===== src/include/lsr_regs.vh =====
// register map, field layout, reset values and decode constants of the limiter settings block
`ifndef LSR_REGS_VH
`define LSR_REGS_VH

// two-wire bus
`define LSR_DEV_ADDR        7'h48
`define LSR_BYTE_BITS       4'h8
`define LSR_LAST_TX_BIT     4'h7

// register offsets
`define LSR_OFS_SLICE       8'h01
`define LSR_OFS_EMPH        8'h02
`define LSR_OFS_SWING       8'h03
`define LSR_OFS_SLOT_A      8'h04
`define LSR_OFS_SLOT_B      8'h05
`define LSR_OFS_SLOT_C      8'h06
`define LSR_OFS_SLOT_D      8'h07
`define LSR_OFS_READBACK    8'h0e

// writable bit masks, unassigned positions stay zero
`define LSR_MASK_SLICE      8'hff
`define LSR_MASK_EMPH       8'h0f
`define LSR_MASK_SWING      8'h03
`define LSR_MASK_SLOT       8'h8f

// reset values
`define LSR_RST_SLICE       8'h80
`define LSR_RST_EMPH        8'h00
`define LSR_RST_SWING       8'h00
`define LSR_RST_SLOT        8'h00

// field positions
`define LSR_SLOT_USE_BIT    7
`define LSR_SLOT_CODE_RANGE 3:0
`define LSR_SLICE_MID       8'h80

// emphasis codes in order of 0..8 db
`define LSR_EMPH_0DB        4'h0
`define LSR_EMPH_1DB        4'h1
`define LSR_EMPH_2DB        4'h3
`define LSR_EMPH_3DB        4'h4
`define LSR_EMPH_4DB        4'h5
`define LSR_EMPH_5DB        4'h7
`define LSR_EMPH_6DB        4'hc
`define LSR_EMPH_7DB        4'hd
`define LSR_EMPH_8DB        4'hf

// swing codes and levels in mvpp
`define LSR_SWING_LOW       2'h0
`define LSR_SWING_MID_A     2'h1
`define LSR_SWING_MID_B     2'h2
`define LSR_SWING_HIGH      2'h3
`define LSR_SWING_MV_LOW    10'd350
`define LSR_SWING_MV_MID    10'd650
`define LSR_SWING_MV_HIGH   10'd850

// default filter bandwidths in mhz
`define LSR_BW_DEF_A        14'd2400
`define LSR_BW_DEF_B        14'd7600
`define LSR_BW_DEF_C        14'd8400
`define LSR_BW_DEF_D        14'd9000

`endif


===== src/lsr_bw_select.v =====
// picks the bandwidth slot from the speed pins and resolves its code or default
`timescale 1ns/1ps
`include "lsr_regs.vh"

module lsr_bw_select (
  input  wire        speed_hi,
  input  wire        speed_lo,
  input  wire [7:0]  slot_a,
  input  wire [7:0]  slot_b,
  input  wire [7:0]  slot_c,
  input  wire [7:0]  slot_d,
  output reg  [3:0]  bw_code,
  output reg         bw_use_default,
  output reg  [13:0] bw_default_mhz
);

  reg [7:0] slot;

  // slot choice by pin pair, then code or fixed default
  always @* begin
    slot           = slot_d;
    bw_default_mhz = `LSR_BW_DEF_D;                 // RULE_11
    case ({speed_hi, speed_lo})
      2'b00: begin
        slot           = slot_a;                    // RULE_06
        bw_default_mhz = `LSR_BW_DEF_A;             // RULE_05
      end
      2'b01: begin
        slot           = slot_b;                    // RULE_09
        bw_default_mhz = `LSR_BW_DEF_B;             // RULE_08
      end
      2'b11: begin
        slot           = slot_c;                    // RULE_10
        bw_default_mhz = `LSR_BW_DEF_C;
      end
      default: begin
        slot           = slot_d;                    // RULE_11
        bw_default_mhz = `LSR_BW_DEF_D;
      end
    endcase
    bw_use_default = ~slot[`LSR_SLOT_USE_BIT];      // RULE_05
    bw_code        = slot[`LSR_SLOT_CODE_RANGE];    // RULE_04
  end

endmodule // lsr_bw_select


===== src/lsr_settings.v =====
// two-wire slave with the limiter setting registers and their decoded outputs
//
// Notes on behaviour
// (RULE_01) slice code 128 is zero shift, below is positive, above grows negative to 255.
// (RULE_02) emphasis codes 0,1,3,4,5,7,c,d,f give 0 to 8 db.
// (RULE_03) swing 00 is 350 mvpp, 01 and 10 are 650, 11 is 850.
// (RULE_04) slot a use bit set: bandwidth from slot a low nibble.
// (RULE_05) slot a use bit clear: low bits ignored, default 2.4 ghz.
// (RULE_06) slot a applies when both speed pins are low.
// (RULE_07) slot b use bit set: bandwidth from slot b low nibble.
// (RULE_08) slot b use bit clear: low bits ignored, default 7.6 ghz.
// (RULE_09) slot b applies when high pin is 0 and low pin is 1.
// (RULE_10) slot c, default 8.4 ghz, applies when both pins are 1.
// (RULE_11) slot d, default 9.0 ghz, applies for high 1 low 0 or open pins.
// (RULE_12) applied 4-bit bandwidth reads back at address 0x0e.
// (RULE_13) unassigned bits read zero and ignore writes.
`timescale 1ns/1ps
`include "lsr_regs.vh"

module lsr_settings #(
  parameter [6:0] DEV_ADDR = `LSR_DEV_ADDR
) (
  input  wire        clk,
  input  wire        reset_n,
  input  wire        scl_in,
  input  wire        sda_in,
  output wire        sda_out,
  output reg         sda_oe,
  input  wire        speed_pin_hi,
  input  wire        speed_pin_lo,
  output reg  [7:0]  slice_shift_code,
  output reg         slice_shift_pos,
  output reg         slice_shift_neg,
  output reg  [7:0]  slice_shift_mag,
  output reg  [3:0]  emphasis_db,
  output reg         emphasis_code_bad,
  output reg  [9:0]  output_swing_mv,
  output reg  [3:0]  applied_bw_code,
  output reg         applied_bw_default,
  output reg  [13:0] applied_bw_default_mhz
);

  localparam [2:0] ST_IDLE = 3'd0;
  localparam [2:0] ST_ADDR = 3'd1;
  localparam [2:0] ST_ACK  = 3'd2;
  localparam [2:0] ST_RX   = 3'd3;
  localparam [2:0] ST_TX   = 3'd4;
  localparam [2:0] ST_RACK = 3'd5;

  // pin synchronisers, the third stage only serves edge detection
  reg  [2:0]  scl_sync;
  reg  [2:0]  sda_sync;
  reg  [1:0]  speed_hi_sync;
  reg  [1:0]  speed_lo_sync;

  reg  [2:0]  state;
  reg  [3:0]  bit_cnt;
  reg  [7:0]  shreg;
  reg  [7:0]  ptr;
  reg         have_ptr;
  reg         rw;
  reg         master_ack;

  reg  [7:0]  slice_shift;
  reg  [7:0]  emphasis_level;
  reg  [7:0]  output_swing;
  reg  [7:0]  bandwidth_slot_a;
  reg  [7:0]  bandwidth_slot_b;
  reg  [7:0]  bandwidth_slot_c;
  reg  [7:0]  bandwidth_slot_d;

  wire [3:0]  sel_code;
  wire        sel_default;
  wire [13:0] sel_default_mhz;
  wire [7:0]  rd_data;

  wire scl_s    = scl_sync[1];
  wire scl_d    = scl_sync[2];
  wire sda_s    = sda_sync[1];
  wire sda_d    = sda_sync[2];
  wire scl_rise = scl_s & ~scl_d;
  wire scl_fall = ~scl_s & scl_d;
  wire bus_start = scl_s & scl_d & sda_d & ~sda_s;
  wire bus_stop  = scl_s & scl_d & ~sda_d & sda_s;

  // open drain: only ever pulls low
  assign sda_out = 1'b0;

  // register read mux, unassigned positions come back zero
  function [7:0] read_reg;
    input [7:0] addr;
    begin
      case (addr)
        `LSR_OFS_SLICE:    read_reg = slice_shift & `LSR_MASK_SLICE;          // RULE_13
        `LSR_OFS_EMPH:     read_reg = emphasis_level & `LSR_MASK_EMPH;        // RULE_13
        `LSR_OFS_SWING:    read_reg = output_swing & `LSR_MASK_SWING;         // RULE_13
        `LSR_OFS_SLOT_A:   read_reg = bandwidth_slot_a & `LSR_MASK_SLOT;
        `LSR_OFS_SLOT_B:   read_reg = bandwidth_slot_b & `LSR_MASK_SLOT;
        `LSR_OFS_SLOT_C:   read_reg = bandwidth_slot_c & `LSR_MASK_SLOT;
        `LSR_OFS_SLOT_D:   read_reg = bandwidth_slot_d & `LSR_MASK_SLOT;
        `LSR_OFS_READBACK: read_reg = {4'h0, applied_bw_code};                // RULE_12
        default:           read_reg = 8'h00;
      endcase
    end
  endfunction

  // emphasis code to db, unlisted codes give 0 db and a flag
  function [4:0] emph_decode;
    input [3:0] code;
    begin
      case (code)
        `LSR_EMPH_0DB: emph_decode = {1'b0, 4'd0};
        `LSR_EMPH_1DB: emph_decode = {1'b0, 4'd1};
        `LSR_EMPH_2DB: emph_decode = {1'b0, 4'd2};
        `LSR_EMPH_3DB: emph_decode = {1'b0, 4'd3};
        `LSR_EMPH_4DB: emph_decode = {1'b0, 4'd4};
        `LSR_EMPH_5DB: emph_decode = {1'b0, 4'd5};
        `LSR_EMPH_6DB: emph_decode = {1'b0, 4'd6};
        `LSR_EMPH_7DB: emph_decode = {1'b0, 4'd7};
        `LSR_EMPH_8DB: emph_decode = {1'b0, 4'd8};
        default:       emph_decode = {1'b1, 4'd0};
      endcase
    end
  endfunction

  assign rd_data = read_reg(ptr);

  // slot selection from the synchronised speed pins
  lsr_bw_select u_bw_select (
    .speed_hi       (speed_hi_sync[1]),
    .speed_lo       (speed_lo_sync[1]),
    .slot_a         (bandwidth_slot_a),
    .slot_b         (bandwidth_slot_b),
    .slot_c         (bandwidth_slot_c),
    .slot_d         (bandwidth_slot_d),
    .bw_code        (sel_code),
    .bw_use_default (sel_default),
    .bw_default_mhz (sel_default_mhz)
  );

  // two-stage synchronisers plus edge stage
  always @(posedge clk or negedge reset_n) begin
    if (!reset_n) begin
      scl_sync      <= 3'b111;
      sda_sync      <= 3'b111;
      speed_hi_sync <= 2'b00;
      speed_lo_sync <= 2'b00;
    end else begin
      scl_sync      <= {scl_sync[1:0], scl_in};
      sda_sync      <= {sda_sync[1:0], sda_in};
      speed_hi_sync <= {speed_hi_sync[0], speed_pin_hi};
      speed_lo_sync <= {speed_lo_sync[0], speed_pin_lo};
    end
  end

  // two-wire slave: address, pointer, write data with auto increment, read data
  always @(posedge clk or negedge reset_n) begin
    if (!reset_n) begin
      state            <= ST_IDLE;
      bit_cnt          <= 4'h0;
      shreg            <= 8'h00;
      ptr              <= 8'h00;
      have_ptr         <= 1'b0;
      rw               <= 1'b0;
      master_ack       <= 1'b0;
      sda_oe           <= 1'b0;
      slice_shift      <= `LSR_RST_SLICE;
      emphasis_level   <= `LSR_RST_EMPH;
      output_swing     <= `LSR_RST_SWING;
      bandwidth_slot_a <= `LSR_RST_SLOT;
      bandwidth_slot_b <= `LSR_RST_SLOT;
      bandwidth_slot_c <= `LSR_RST_SLOT;
      bandwidth_slot_d <= `LSR_RST_SLOT;
    end else if (bus_start) begin
      state    <= ST_ADDR;
      bit_cnt  <= 4'h0;
      have_ptr <= 1'b0;
      sda_oe   <= 1'b0;
    end else if (bus_stop) begin
      state  <= ST_IDLE;
      sda_oe <= 1'b0;
    end else begin
      case (state)
        ST_ADDR, ST_RX: begin
          if (scl_rise) begin
            shreg   <= {shreg[6:0], sda_s};
            bit_cnt <= bit_cnt + 4'h1;
          end else if (scl_fall && bit_cnt == `LSR_BYTE_BITS) begin
            bit_cnt <= 4'h0;
            if (state == ST_ADDR) begin
              if (shreg[7:1] == DEV_ADDR) begin
                rw     <= shreg[0];
                sda_oe <= 1'b1;
                state  <= ST_ACK;
              end else begin
                state <= ST_IDLE;
              end
            end else begin
              sda_oe <= 1'b1;
              state  <= ST_ACK;
              if (!have_ptr) begin
                ptr      <= shreg;
                have_ptr <= 1'b1;
              end else begin
                ptr <= ptr + 8'h01;
                case (ptr)
                  `LSR_OFS_SLICE:  slice_shift      <= shreg & `LSR_MASK_SLICE;   // RULE_13
                  `LSR_OFS_EMPH:   emphasis_level   <= shreg & `LSR_MASK_EMPH;    // RULE_13
                  `LSR_OFS_SWING:  output_swing     <= shreg & `LSR_MASK_SWING;   // RULE_13
                  `LSR_OFS_SLOT_A: bandwidth_slot_a <= shreg & `LSR_MASK_SLOT;    // RULE_13
                  `LSR_OFS_SLOT_B: bandwidth_slot_b <= shreg & `LSR_MASK_SLOT;
                  `LSR_OFS_SLOT_C: bandwidth_slot_c <= shreg & `LSR_MASK_SLOT;
                  `LSR_OFS_SLOT_D: bandwidth_slot_d <= shreg & `LSR_MASK_SLOT;
                  default: ;
                endcase
              end
            end
          end
        end
        ST_ACK: begin
          if (scl_fall) begin
            bit_cnt <= 4'h0;
            if (rw) begin
              shreg  <= {rd_data[6:0], 1'b0};
              sda_oe <= ~rd_data[7];
              ptr    <= ptr + 8'h01;
              state  <= ST_TX;
            end else begin
              sda_oe <= 1'b0;
              state  <= ST_RX;
            end
          end
        end
        ST_TX: begin
          if (scl_fall) begin
            if (bit_cnt == `LSR_LAST_TX_BIT) begin
              sda_oe <= 1'b0;
              state  <= ST_RACK;
            end else begin
              sda_oe  <= ~shreg[7];
              shreg   <= {shreg[6:0], 1'b0};
              bit_cnt <= bit_cnt + 4'h1;
            end
          end
        end
        ST_RACK: begin
          if (scl_rise) begin
            master_ack <= ~sda_s;
          end else if (scl_fall) begin
            bit_cnt <= 4'h0;
            if (master_ack) begin
              shreg  <= {rd_data[6:0], 1'b0};
              sda_oe <= ~rd_data[7];
              ptr    <= ptr + 8'h01;
              state  <= ST_TX;
            end else begin
              state <= ST_IDLE;
            end
          end
        end
        default: begin
          sda_oe <= 1'b0;
        end
      endcase
    end
  end

  // decoded settings toward the analog blocks
  always @(posedge clk or negedge reset_n) begin
    if (!reset_n) begin
      slice_shift_code       <= `LSR_RST_SLICE;
      slice_shift_pos        <= 1'b0;
      slice_shift_neg        <= 1'b0;
      slice_shift_mag        <= 8'h00;
      emphasis_db            <= 4'h0;
      emphasis_code_bad      <= 1'b0;
      output_swing_mv        <= `LSR_SWING_MV_LOW;
      applied_bw_code        <= 4'h0;
      applied_bw_default     <= 1'b1;
      applied_bw_default_mhz <= `LSR_BW_DEF_A;
    end else begin
      slice_shift_code <= slice_shift;
      slice_shift_pos  <= slice_shift < `LSR_SLICE_MID;                        // RULE_01
      slice_shift_neg  <= slice_shift > `LSR_SLICE_MID;                        // RULE_01
      slice_shift_mag  <= (slice_shift < `LSR_SLICE_MID) ? (`LSR_SLICE_MID - slice_shift)
                                                         : (slice_shift - `LSR_SLICE_MID); // RULE_01
      {emphasis_code_bad, emphasis_db} <= emph_decode(emphasis_level[3:0]);   // RULE_02
      case (output_swing[1:0])                                                 // RULE_03
        `LSR_SWING_LOW:   output_swing_mv <= `LSR_SWING_MV_LOW;
        `LSR_SWING_MID_A: output_swing_mv <= `LSR_SWING_MV_MID;
        `LSR_SWING_MID_B: output_swing_mv <= `LSR_SWING_MV_MID;
        default:          output_swing_mv <= `LSR_SWING_MV_HIGH;
      endcase
      applied_bw_code        <= sel_code;                                      // RULE_07
      applied_bw_default     <= sel_default;                                   // RULE_04
      applied_bw_default_mhz <= sel_default_mhz;
    end
  end

endmodule // lsr_settings


===== config.mk =====
export PLATFORM = sky130hd
export DESIGN_NAME = lsr_settings
export DESIGN_NICKNAME = d
export VERILOG_FILES = /design/src/lsr_bw_select.v /design/src/lsr_settings.v
export VERILOG_INCLUDE_DIRS = /design/src /design/src/include
export SDC_FILE = /design/constraint.sdc
export NUM_CORES = 1
export LEC_CHECK = 0
export BUFFER_PORTS_ARGS = -buffer_cell sky130_fd_sc_hd__buf_2
export CORE_MARGIN = 4
export CORE_UTILIZATION = 50
export CTS_CLUSTER_DIAMETER = 200
export DETAILED_ROUTE_END_ITERATION = 10
export PLACE_DENSITY = 0.73
export SETUP_SLACK_MARGIN = 0.4
export SYNTH_ARGS = -nofsm -noshare
export SYNTH_HDL_FRONTEND = slang
export SYNTH_HIERARCHICAL = 1
export SYNTH_SLANG_ARGS = --single-unit

===== constraint.sdc =====
create_clock -name clk -period 3.85 [get_ports clk]
set_input_delay 0.1925 -clock clk [delete_from_list [all_inputs] [get_ports clk]]
set_output_delay 0.1925 -clock clk [all_outputs]
set_load 0.01 [all_outputs]

==> results.tsv, run 1 <==
stage	metric	value	unit
sta	final worst setup slack	1050	ps
power	Max IR drop VDD	0.404	mV
clock_tree	clk slew on worst S/H paths	60	ps
grt	GRT Residual Overflow	0	
worst_setup_path	R2R Path End	sda_oe	
sta	setup_tns	0	ps
synthesis	Netlist cell types	76	
synthesis	Synth top area share	43.8	%
synthesis	post-synth top area cell	dfrtp_1	
grt	initial antenna violation count	0	
synthesis	Post-Syn Area	5770	um2
drt	final WL	12800	um
synthesis	synth top area cells	dfrtp_1 (44%), mux2_2 (8.4%), dfstp_2 (7.3%), ha_1 (4.3%), a21oi_1 (2.6%)	
power	LEAKAGE	3.18	nW
final_layout	FF+latch area	2950	um2
worst_setup_path	Setup Crit Path Kind	register to register	
clock_tree	hold_buf cts	5	
synthesis	Synth Register Bits	117	
synthesis	Top FF cell, synth	dfrtp_1	
grt	pin count of the biggest net entering global routing	76	
die	# IOs	60	
drt	WL met1	5700	um
sta	hold_ws	348	ps
die	Die H	115	um
synthesis	Async SR Flop Fraction	100	%
synthesis	register area share after synthesis	51.1	%
min_path	hold_sp	speed_hi_sync[0]	
power	internal cell power	0.00267	W
die	site row count	38	
power	Comb pwr share	20.7	%
outcome	run status	finished clean	
sta	final worst path period share	72.8	%
die	full die area	13300	um2
final_layout	share of cells above drive strength 1	27.8	%
worst_setup_path	R2R cell count	7	
min_path	Worst Hold Path EP	speed_hi_sync[1]	
clock_tree	CTS Buf Count	17	
worst_setup_path	launch point of the worst reg-to-reg path	ptr[0]	
worst_setup_path	Worst Path Required	4120	ps
grt	Global Route Usage Sum	20.9	%
grt	vias in the first global route	4251	
clock_tree	Clock Tree Buf Depth	2	
drt	detailed-route via count	4243	
placement	DP Worst Slack	1080	ps
drt	Routed Antenna Nets	0	
synthesis	Yosys Warn Count	6	
die	initial core utilization	52.1	%
grt	first-pass GRT wire length	21800	um
sta	Setup Viol. Count Final	0	
job	Max Cap Violations	0	
drt	DR iter-0 viols	513	
clock_tree	postcts setup bufs	0	
worst_setup_path	CP endpoint kind	register	
placement	HPWL Detailed	8730	um
power	clock power share	38.6	%
final_layout	most frequent cells in the layout	dfrtp_1 (101), buf_2 (54), mux2_2 (43)	
min_path	hold path depth	0	
drt	WL met2	6020	um
clock_tree	Worst-Skew Late Latency	410	ps
clock_tree	CTS H-Tree Depth	4	
final_layout	# diodes	0	
final_layout	# nets final	588	
placement	PortBufs	55	
clock_tree	root buffer cell	clkbuf_16	
sta	final hold vios	0	
sta	Setup Skew	7.74	ps
synthesis	EDFF count, synth	0	
worst_setup_path	crit path max fanout	14	
drt	Post-route DRC	0	
clock_tree	CTS tree	built	
drt	DR top layer	met4	
sta	Final Critical Period	2800	ps
sta	fin. max-slew vios	0	
final_layout	area delta synth->final	15.3	%
synthesis	syn avg cell area	11.1	um2
drt	Via density	5.93	
power	PD cells	599	nW/um2
clock_tree	# resized after CTS	0	
drt	WL met3	804	um
worst_setup_path	startpoint types	register	
die	core area	11100	um2
synthesis	Post-Synthesis Cells	520	
sta	FMAX	357	MHz
die	die width	115	um
sta	Slew headroom	38.0	%
worst_setup_path	reg2reg setup slack	1050	ps
clock_tree	Sink Count	117	
worst_setup_path	CP arrival	3070	ps
placement	Routability Congestion	0.939	
final_layout	commonest non-fill, non-tap cell in the layout	dfrtp_1	
sta	worst-margin pin slew	929	ps
min_path	type of the most critical hold path	register to register	
final_layout	multi-input logic area	2480	um2
sta	RSZ-0062 raised after global routing	no	
drt	Routed WL per cell	17.9	um
power	Sw Share	33.0	%
power	Psw	0.00132	W
final_layout	fillcell total	894	
power	Flop pwr share	40.7	%
drt	TritonRoute pass-1 iters	5	
per-stage QoR:
stage,instance area [um2],utilization (%),cells,power [W]
2_1_floorplan,5790,-,524,0.00220
3_3_place_gp,6020,54.4,678,0.00242
3_5_place_dp,6020,54.4,678,0.00244
4_1_cts,6660,60.1,715,0.00400
5_1_grt,6660,60.1,715,0.00419
6_report,6660,60.1,715,0.00399
logic make-up after synthesis:
kind of cell               Yosys count  share of synthesized area, %
xor gates and xnor gates             6                         0.910
and+or+nand+nor                    124                          12.5
buffers and inverters               77                          6.26
AOI/OAI and AO/OA                  117                          14.0
other                                3                         0.195
DFF                                117                          51.1
muxes                               56                          10.7
adders and majority gates           20                          4.33
area by class of cell:
class,count,share of cell area [%]
clock inverters,12,1.94
repair buffers,62,5.15
flip-flops and latches,117,44.3
clock buffers,20,6.86
inverters,34,1.92
well taps,140,2.63
multi-input cells,330,37.2
worst max path at each step:
stage | from | endpoint | slack (ps) | depth (start not counted)
2_1_floorplan | scl_sync[2] | slice_shift[6] | 1750 | 6
3_3_place_gp | ptr[1] | sda_oe | 990 | 6
3_5_place_dp | ptr[0] | sda_oe | 1080 | 7
4_1_cts | ptr[1] | sda_oe | 1060 | 6
5_1_grt | ptr[1] | sda_oe | 870 | 6
6_report | ptr[0] | sda_oe | 1050 | 7
power by group through the flow:
stage               registers [W]  clock network, W  logic [W]
detailed placement        0.00163                 0   0.000807
finish                    0.00162           0.00154   0.000827
CTS                       0.00161           0.00156   0.000823
global placement          0.00163                 0   0.000795
floorplan                 0.00145                 0   0.000752
global route              0.00164           0.00163   0.000913
per-layer routing:
metal | vias up | GRT usage (%)
met5 | - | 0
met4 | 0 | 7.36
met3 | 23 | 5.54
met2 | 157 | 32.1
met1 | 2118 | 28.7
li1 | 1945 | -
state kept, by name, summed over array words and instances, names as in the netlist, 3 cells and up:
signal and cells:
applied_bw_code 4, applied_bw_default_mhz 14, bandwidth_slot_a 5, bandwidth_slot_b 5, bandwidth_slot_c 5, bandwidth_slot_d 5, bit_cnt 4, emphasis_db 4
emphasis_level 4, output_swing_mv 5, ptr 8, scl_sync 3, sda_sync 3, shreg 8, slice_shift 8, slice_shift_code 7
slice_shift_mag 8, state 3
critical path, stage by stage, from the launching register on:
cell and delay (ps):
dfrtp_1 450, inv_1 140, ha_1 540, a22oi_1 190, a2111oi_0 640, nor3_1 110, o311ai_0 450, o2bb2ai_1 150
synthesized netlist by cell type (5+ instances only):
cell	instances
inv_1	34
nor3_1	6
buf_4	14
a22o_1	6
mux2i_1	11
o21ai_0	20
or3_1	5
ha_1	20
mux2_2	43
nor2b_1	5
nor2_1	18
dfstp_2	16
nand3_1	6
clkbuf_1	17
dfrtp_1	101
a21oi_1	30
nand2b_1	5
a222oi_1	7
buf_2	10
nand2_1	35
o211ai_1	7
a22oi_1	6
(Power assumes the default switching activity.)
==> inputs of run 2 (changes only) <==
Settings changed: ABC_AREA from default to 1.
Clock period 3.85 ns to 2.85 ns, I/O delays scaled along.
==> run 2 against run 1 <==
Effect of this change: hold slack worse by 20 ps; total power up 40%; design area up 2.5%; clock power up 42%; combinational power up 57%; clock-buffer cell count up 4; flip-flop and latch count unchanged; fmax up 33%; sequential share of layout area down 1.1 points; largest power group is now clock; critical path depth up 2; critical endpoint is now ptr[7].
==> results.tsv, run 2 <==
stage	metric	value	unit	change
grt	Global Route Usage Sum	22.2	%	+1.3 points
synthesis	adder-cell area share of the yosys netlist	4.29	%	-0.043 points
die	site row count	39		+2.6%
worst_setup_path	startpoint types	register		
sta	FMAX	473	MHz	+33%
clock_tree	CTS H-Tree Depth	4		unchanged
synthesis	Synth Area in XOR/XNOR	1.50	%	+0.59 points
grt	initial antenna violation count	0		unchanged
power	PD cells	817	nW/um2	+36%
synthesis	Post-Synthesis Cells	725		+39%
worst_setup_path	Setup Crit Path Kind	register to register		
final_layout	fin area	6820	um2	+2.5%
clock_tree	Clock Tree Buf Depth	2		unchanged
clock_tree	root buffer cell	clkbuf_16		
synthesis	Async SR Flop Fraction	100	%	unchanged
synthesis	mux share of post-synthesis cell area	0	%	-11 points
synthesis	Top FF cell, synth	dfrtp_1		
drt	Routed Antenna Nets	0		unchanged
sta	final hold vios	0		unchanged
sta	Slew headroom	52.4	%	+14 points
worst_setup_path	critical-path cell list	inv_1 -> nand2_1 -> nand2_2 -> nand2_1 -> nand3_1 -> nor3_4 -> inv_1 -> nand2_1 -> nand2_1		
worst_setup_path	Worst Path Buf+Inv	2		+1
final_layout	FF+latch area	2950	um2	unchanged
power	Max IR drop VDD	0.591	mV	+46%
sta	setup_tns	0	ps	unchanged
die	core area	11400	um2	+3.1%
die	initial core utilization	51.1	%	-1.0 points
drt	final WL	13800	um	+7.4%
die	full die area	13500	um2	+0.93%
drt	DR iter-0 viols	322		-37%
placement	PortBufs	55		unchanged
outcome	run status	finished clean		
drt	Post-route DRC	0		unchanged
final_layout	most frequent cells in the layout	nand2_1 (239), dfrtp_1 (101), nor2_1 (76)		
drt	Routed WL per cell	14.7	um	-18%
worst_setup_path	CP max stage cell	dfrtp_1		
min_path	type of the most critical hold path	input pin to asynchronous set/reset pin		
placement	Post-Place Cell Area	6150	um2	+2.2%
synthesis	Synth Register Bits	117		unchanged
final_layout	# diodes	0		unchanged
final_layout	# nets final	809		+38%
synthesis	compound-gate portion of the synthesized area	7.06	%	-6.9 points
synthesis	post-synth top area cell	dfrtp_1		
die	# IOs	60		unchanged
power	Comb pwr share	23.3	%	+2.6 points
synthesis	Post-Syn Area	5830	um2	+1.0%
worst_setup_path	reg2reg setup slack	740	ps	-310 ps
power	Flop pwr share	37.5	%	-3.2 points
clock_tree	CTS Buf Count	17		unchanged
final_layout	multi-input logic area	2450	um2	-1.1%
grt	pin count of the biggest net entering global routing	59		-22%
power	LEAKAGE	3.58	nW	+12%
placement	HPWL Detailed	9900	um	+13%
synthesis	largest family of logic cells by synthesized area	simple AND/OR/NAND/NOR gates		
power	clock power share	39.2	%	+0.6 points
final_layout	share of cells above drive strength 1	17.0	%	-11 points
sta	RSZ-0062 raised after global routing	no		
worst_setup_path	most frequent CP cell	nand2_1		
sta	Setup Skew	7.85	ps	+0.103 ps
synthesis	most frequent cells after synthesis	nand2_1 (239), dfrtp_1 (101), nor2_1 (76)		
final_layout	Top reg by flops	applied_bw_default_mhz		
sta	Setup Viol. Count Final	0		unchanged
synthesis	register area share after synthesis	50.6	%	-0.50 points
power	Psw	0.00189	W	+43%
worst_setup_path	Worst Path Required	3140	ps	-980 ps
drt	detailed-route via count	4771		+12%
grt	first-pass GRT wire length	23000	um	+5.3%
final_layout	area delta synth->final	17.0	%	
die	die width	116	um	+0.46%
sta	fin. max-slew vios	0		unchanged
synthesis	syn avg cell area	8.04	um2	-28%
worst_setup_path	crit-path leading delay family	simple AND/OR/NAND/NOR gates		
clock_tree	postcts setup bufs	0		unchanged
worst_setup_path	CP endpoint kind	register		
die	Die H	116	um	+0.46%
synthesis	Netlist cell types	35		-54%
final_layout	commonest non-fill, non-tap cell in the layout	nand2_1		
grt	GRT Residual Overflow	0		unchanged
synthesis	count leader, synth	nand2_1		
drt	TritonRoute pass-1 iters	5		unchanged
clock_tree	Sink Count	117		unchanged
worst_setup_path	crit path max fanout	16		+2
synthesis	synth top area cells	dfrtp_1 (43%), nand2_1 (15%), dfstp_2 (7.2%), nor2_1 (4.9%), o21ai_0 (4.6%)		
sta	final worst path period share	74.2	%	+1.4 points
synthesis	Synth Area in Simple Gates	28.6	%	+16 points
power	internal cell power	0.00369	W	+38%
synthesis	EDFF count, synth	0		unchanged
synthesis	Yosys Warn Count	6		unchanged
job	Max Cap Violations	0		unchanged
drt	Via density	5.08		-14%
clock_tree	CTS tree	built		
grt	vias in the first global route	4650		+9.4%
power	Sw Share	33.8	%	+0.79 points
placement	Routability Congestion	0.911		-3.0%
final_layout	fillcell total	1019		+14%
sta	worst-margin pin slew	715	ps	-215 ps
synthesis	Synth top area share	43.3	%	-0.43 points
clock_tree	clk slew on worst S/H paths	50	ps	about the same
worst_setup_path	Slowest Stage Delay on Critical Path	460	ps	-180 ps
worst_setup_path	CP arrival	2400	ps	-670 ps
clock_tree	Worst-Skew Late Latency	410	ps	about the same
final_layout	Largest register FFs	14		unchanged
sta	Final Critical Period	2110	ps	-690 ps
-- run 2: changes by cell type after synthesis, sizes merged, moves of 7 or more --
cell | before | now
nand3 | 6 | 40
clkbuf | 17 | 5
inv | 34 | 74
nand2 | 37 | 242
mux2i | 11 | 0
a21oi | 30 | 11
mux2 | 45 | 0
a222oi | 7 | 0
o21ai | 20 | 63
nor2 | 18 | 87
-- run 2: stage by stage --
stage | total power (W) | utilization (%) | cells | setup slack (ps) | hold WS [ps]
floorplan | 0.00302 | - | 729 | 1220 | -153
detailed placement | 0.00338 | 53.9 | 902 | 622 | 245
global route | 0.00591 | 59.8 | 939 | 534 | 359
finish | 0.00558 | 59.8 | 939 | 735 | 328
CTS | 0.00560 | 59.7 | 939 | 603 | 349
global placement | 0.00335 | 53.9 | 902 | 760 | 234
-- run 2: worst paths after layout --
path,from,end,depth (start not counted)
max reg2reg,state[0],ptr[7],9
max,state[0],ptr[7],9
min,reset_n,applied_bw_default_mhz[1],2
max in group asynchronous,reset_n,sda_sync[1],3
min in group clk,speed_hi_sync[0],speed_hi_sync[1],0
min reg2reg,speed_hi_sync[0],speed_hi_sync[1],0
-- run 2: cells by family after synthesis --
family                     count (synthesis)
and+or+nand+nor                          394
DFF                                      117
buffers and inverters                    101
AOI/OAI and AO/OA                         80
adders and majority gates                 20
xor gates and xnor gates                  10
other                                      3
-- run 2: layer usage --
layer | global-route usage (%) | vias up | part of all wire, %
met5 | 0 | - | 0
met4 | 7.81 | 0 | 2.1
met3 | 5.74 | 29 | 5.9
met2 | 35.4 | 143 | 47
met1 | 29.4 | 2231 | 45
li1 | - | 2368 | -
-- run 2: power by group through the flow --
stage	registers (W)	clock network, W	logic (W)
5_1_grt	0.00211	0.00230	0.00150
2_1_floorplan	0.00197	0	0.00105
6_report	0.00209	0.00219	0.00130
3_5_place_dp	0.00211	0	0.00127
3_3_place_gp	0.00210	0	0.00125
4_1_cts	0.00208	0.00222	0.00129
-- run 2: repair_timing --
item                                   4_1_cts  5_1_grt
resized for setup                            0        1
hold buffers                                 5        0
setup endpoints to repair                    0        4
endpoints found under the hold margin       54        0
-- run 2: area by class of cell --
class | count | share of cell area, %
Inverter | 74 | 4.07
Tap cell | 143 | 2.62
Multi-Input combinational cell | 511 | 35.9
Clock buffer | 24 | 7.21
Clock inverter | 8 | 1.78
Sequential cell | 117 | 43.2
Timing Repair Buffer | 62 | 5.21
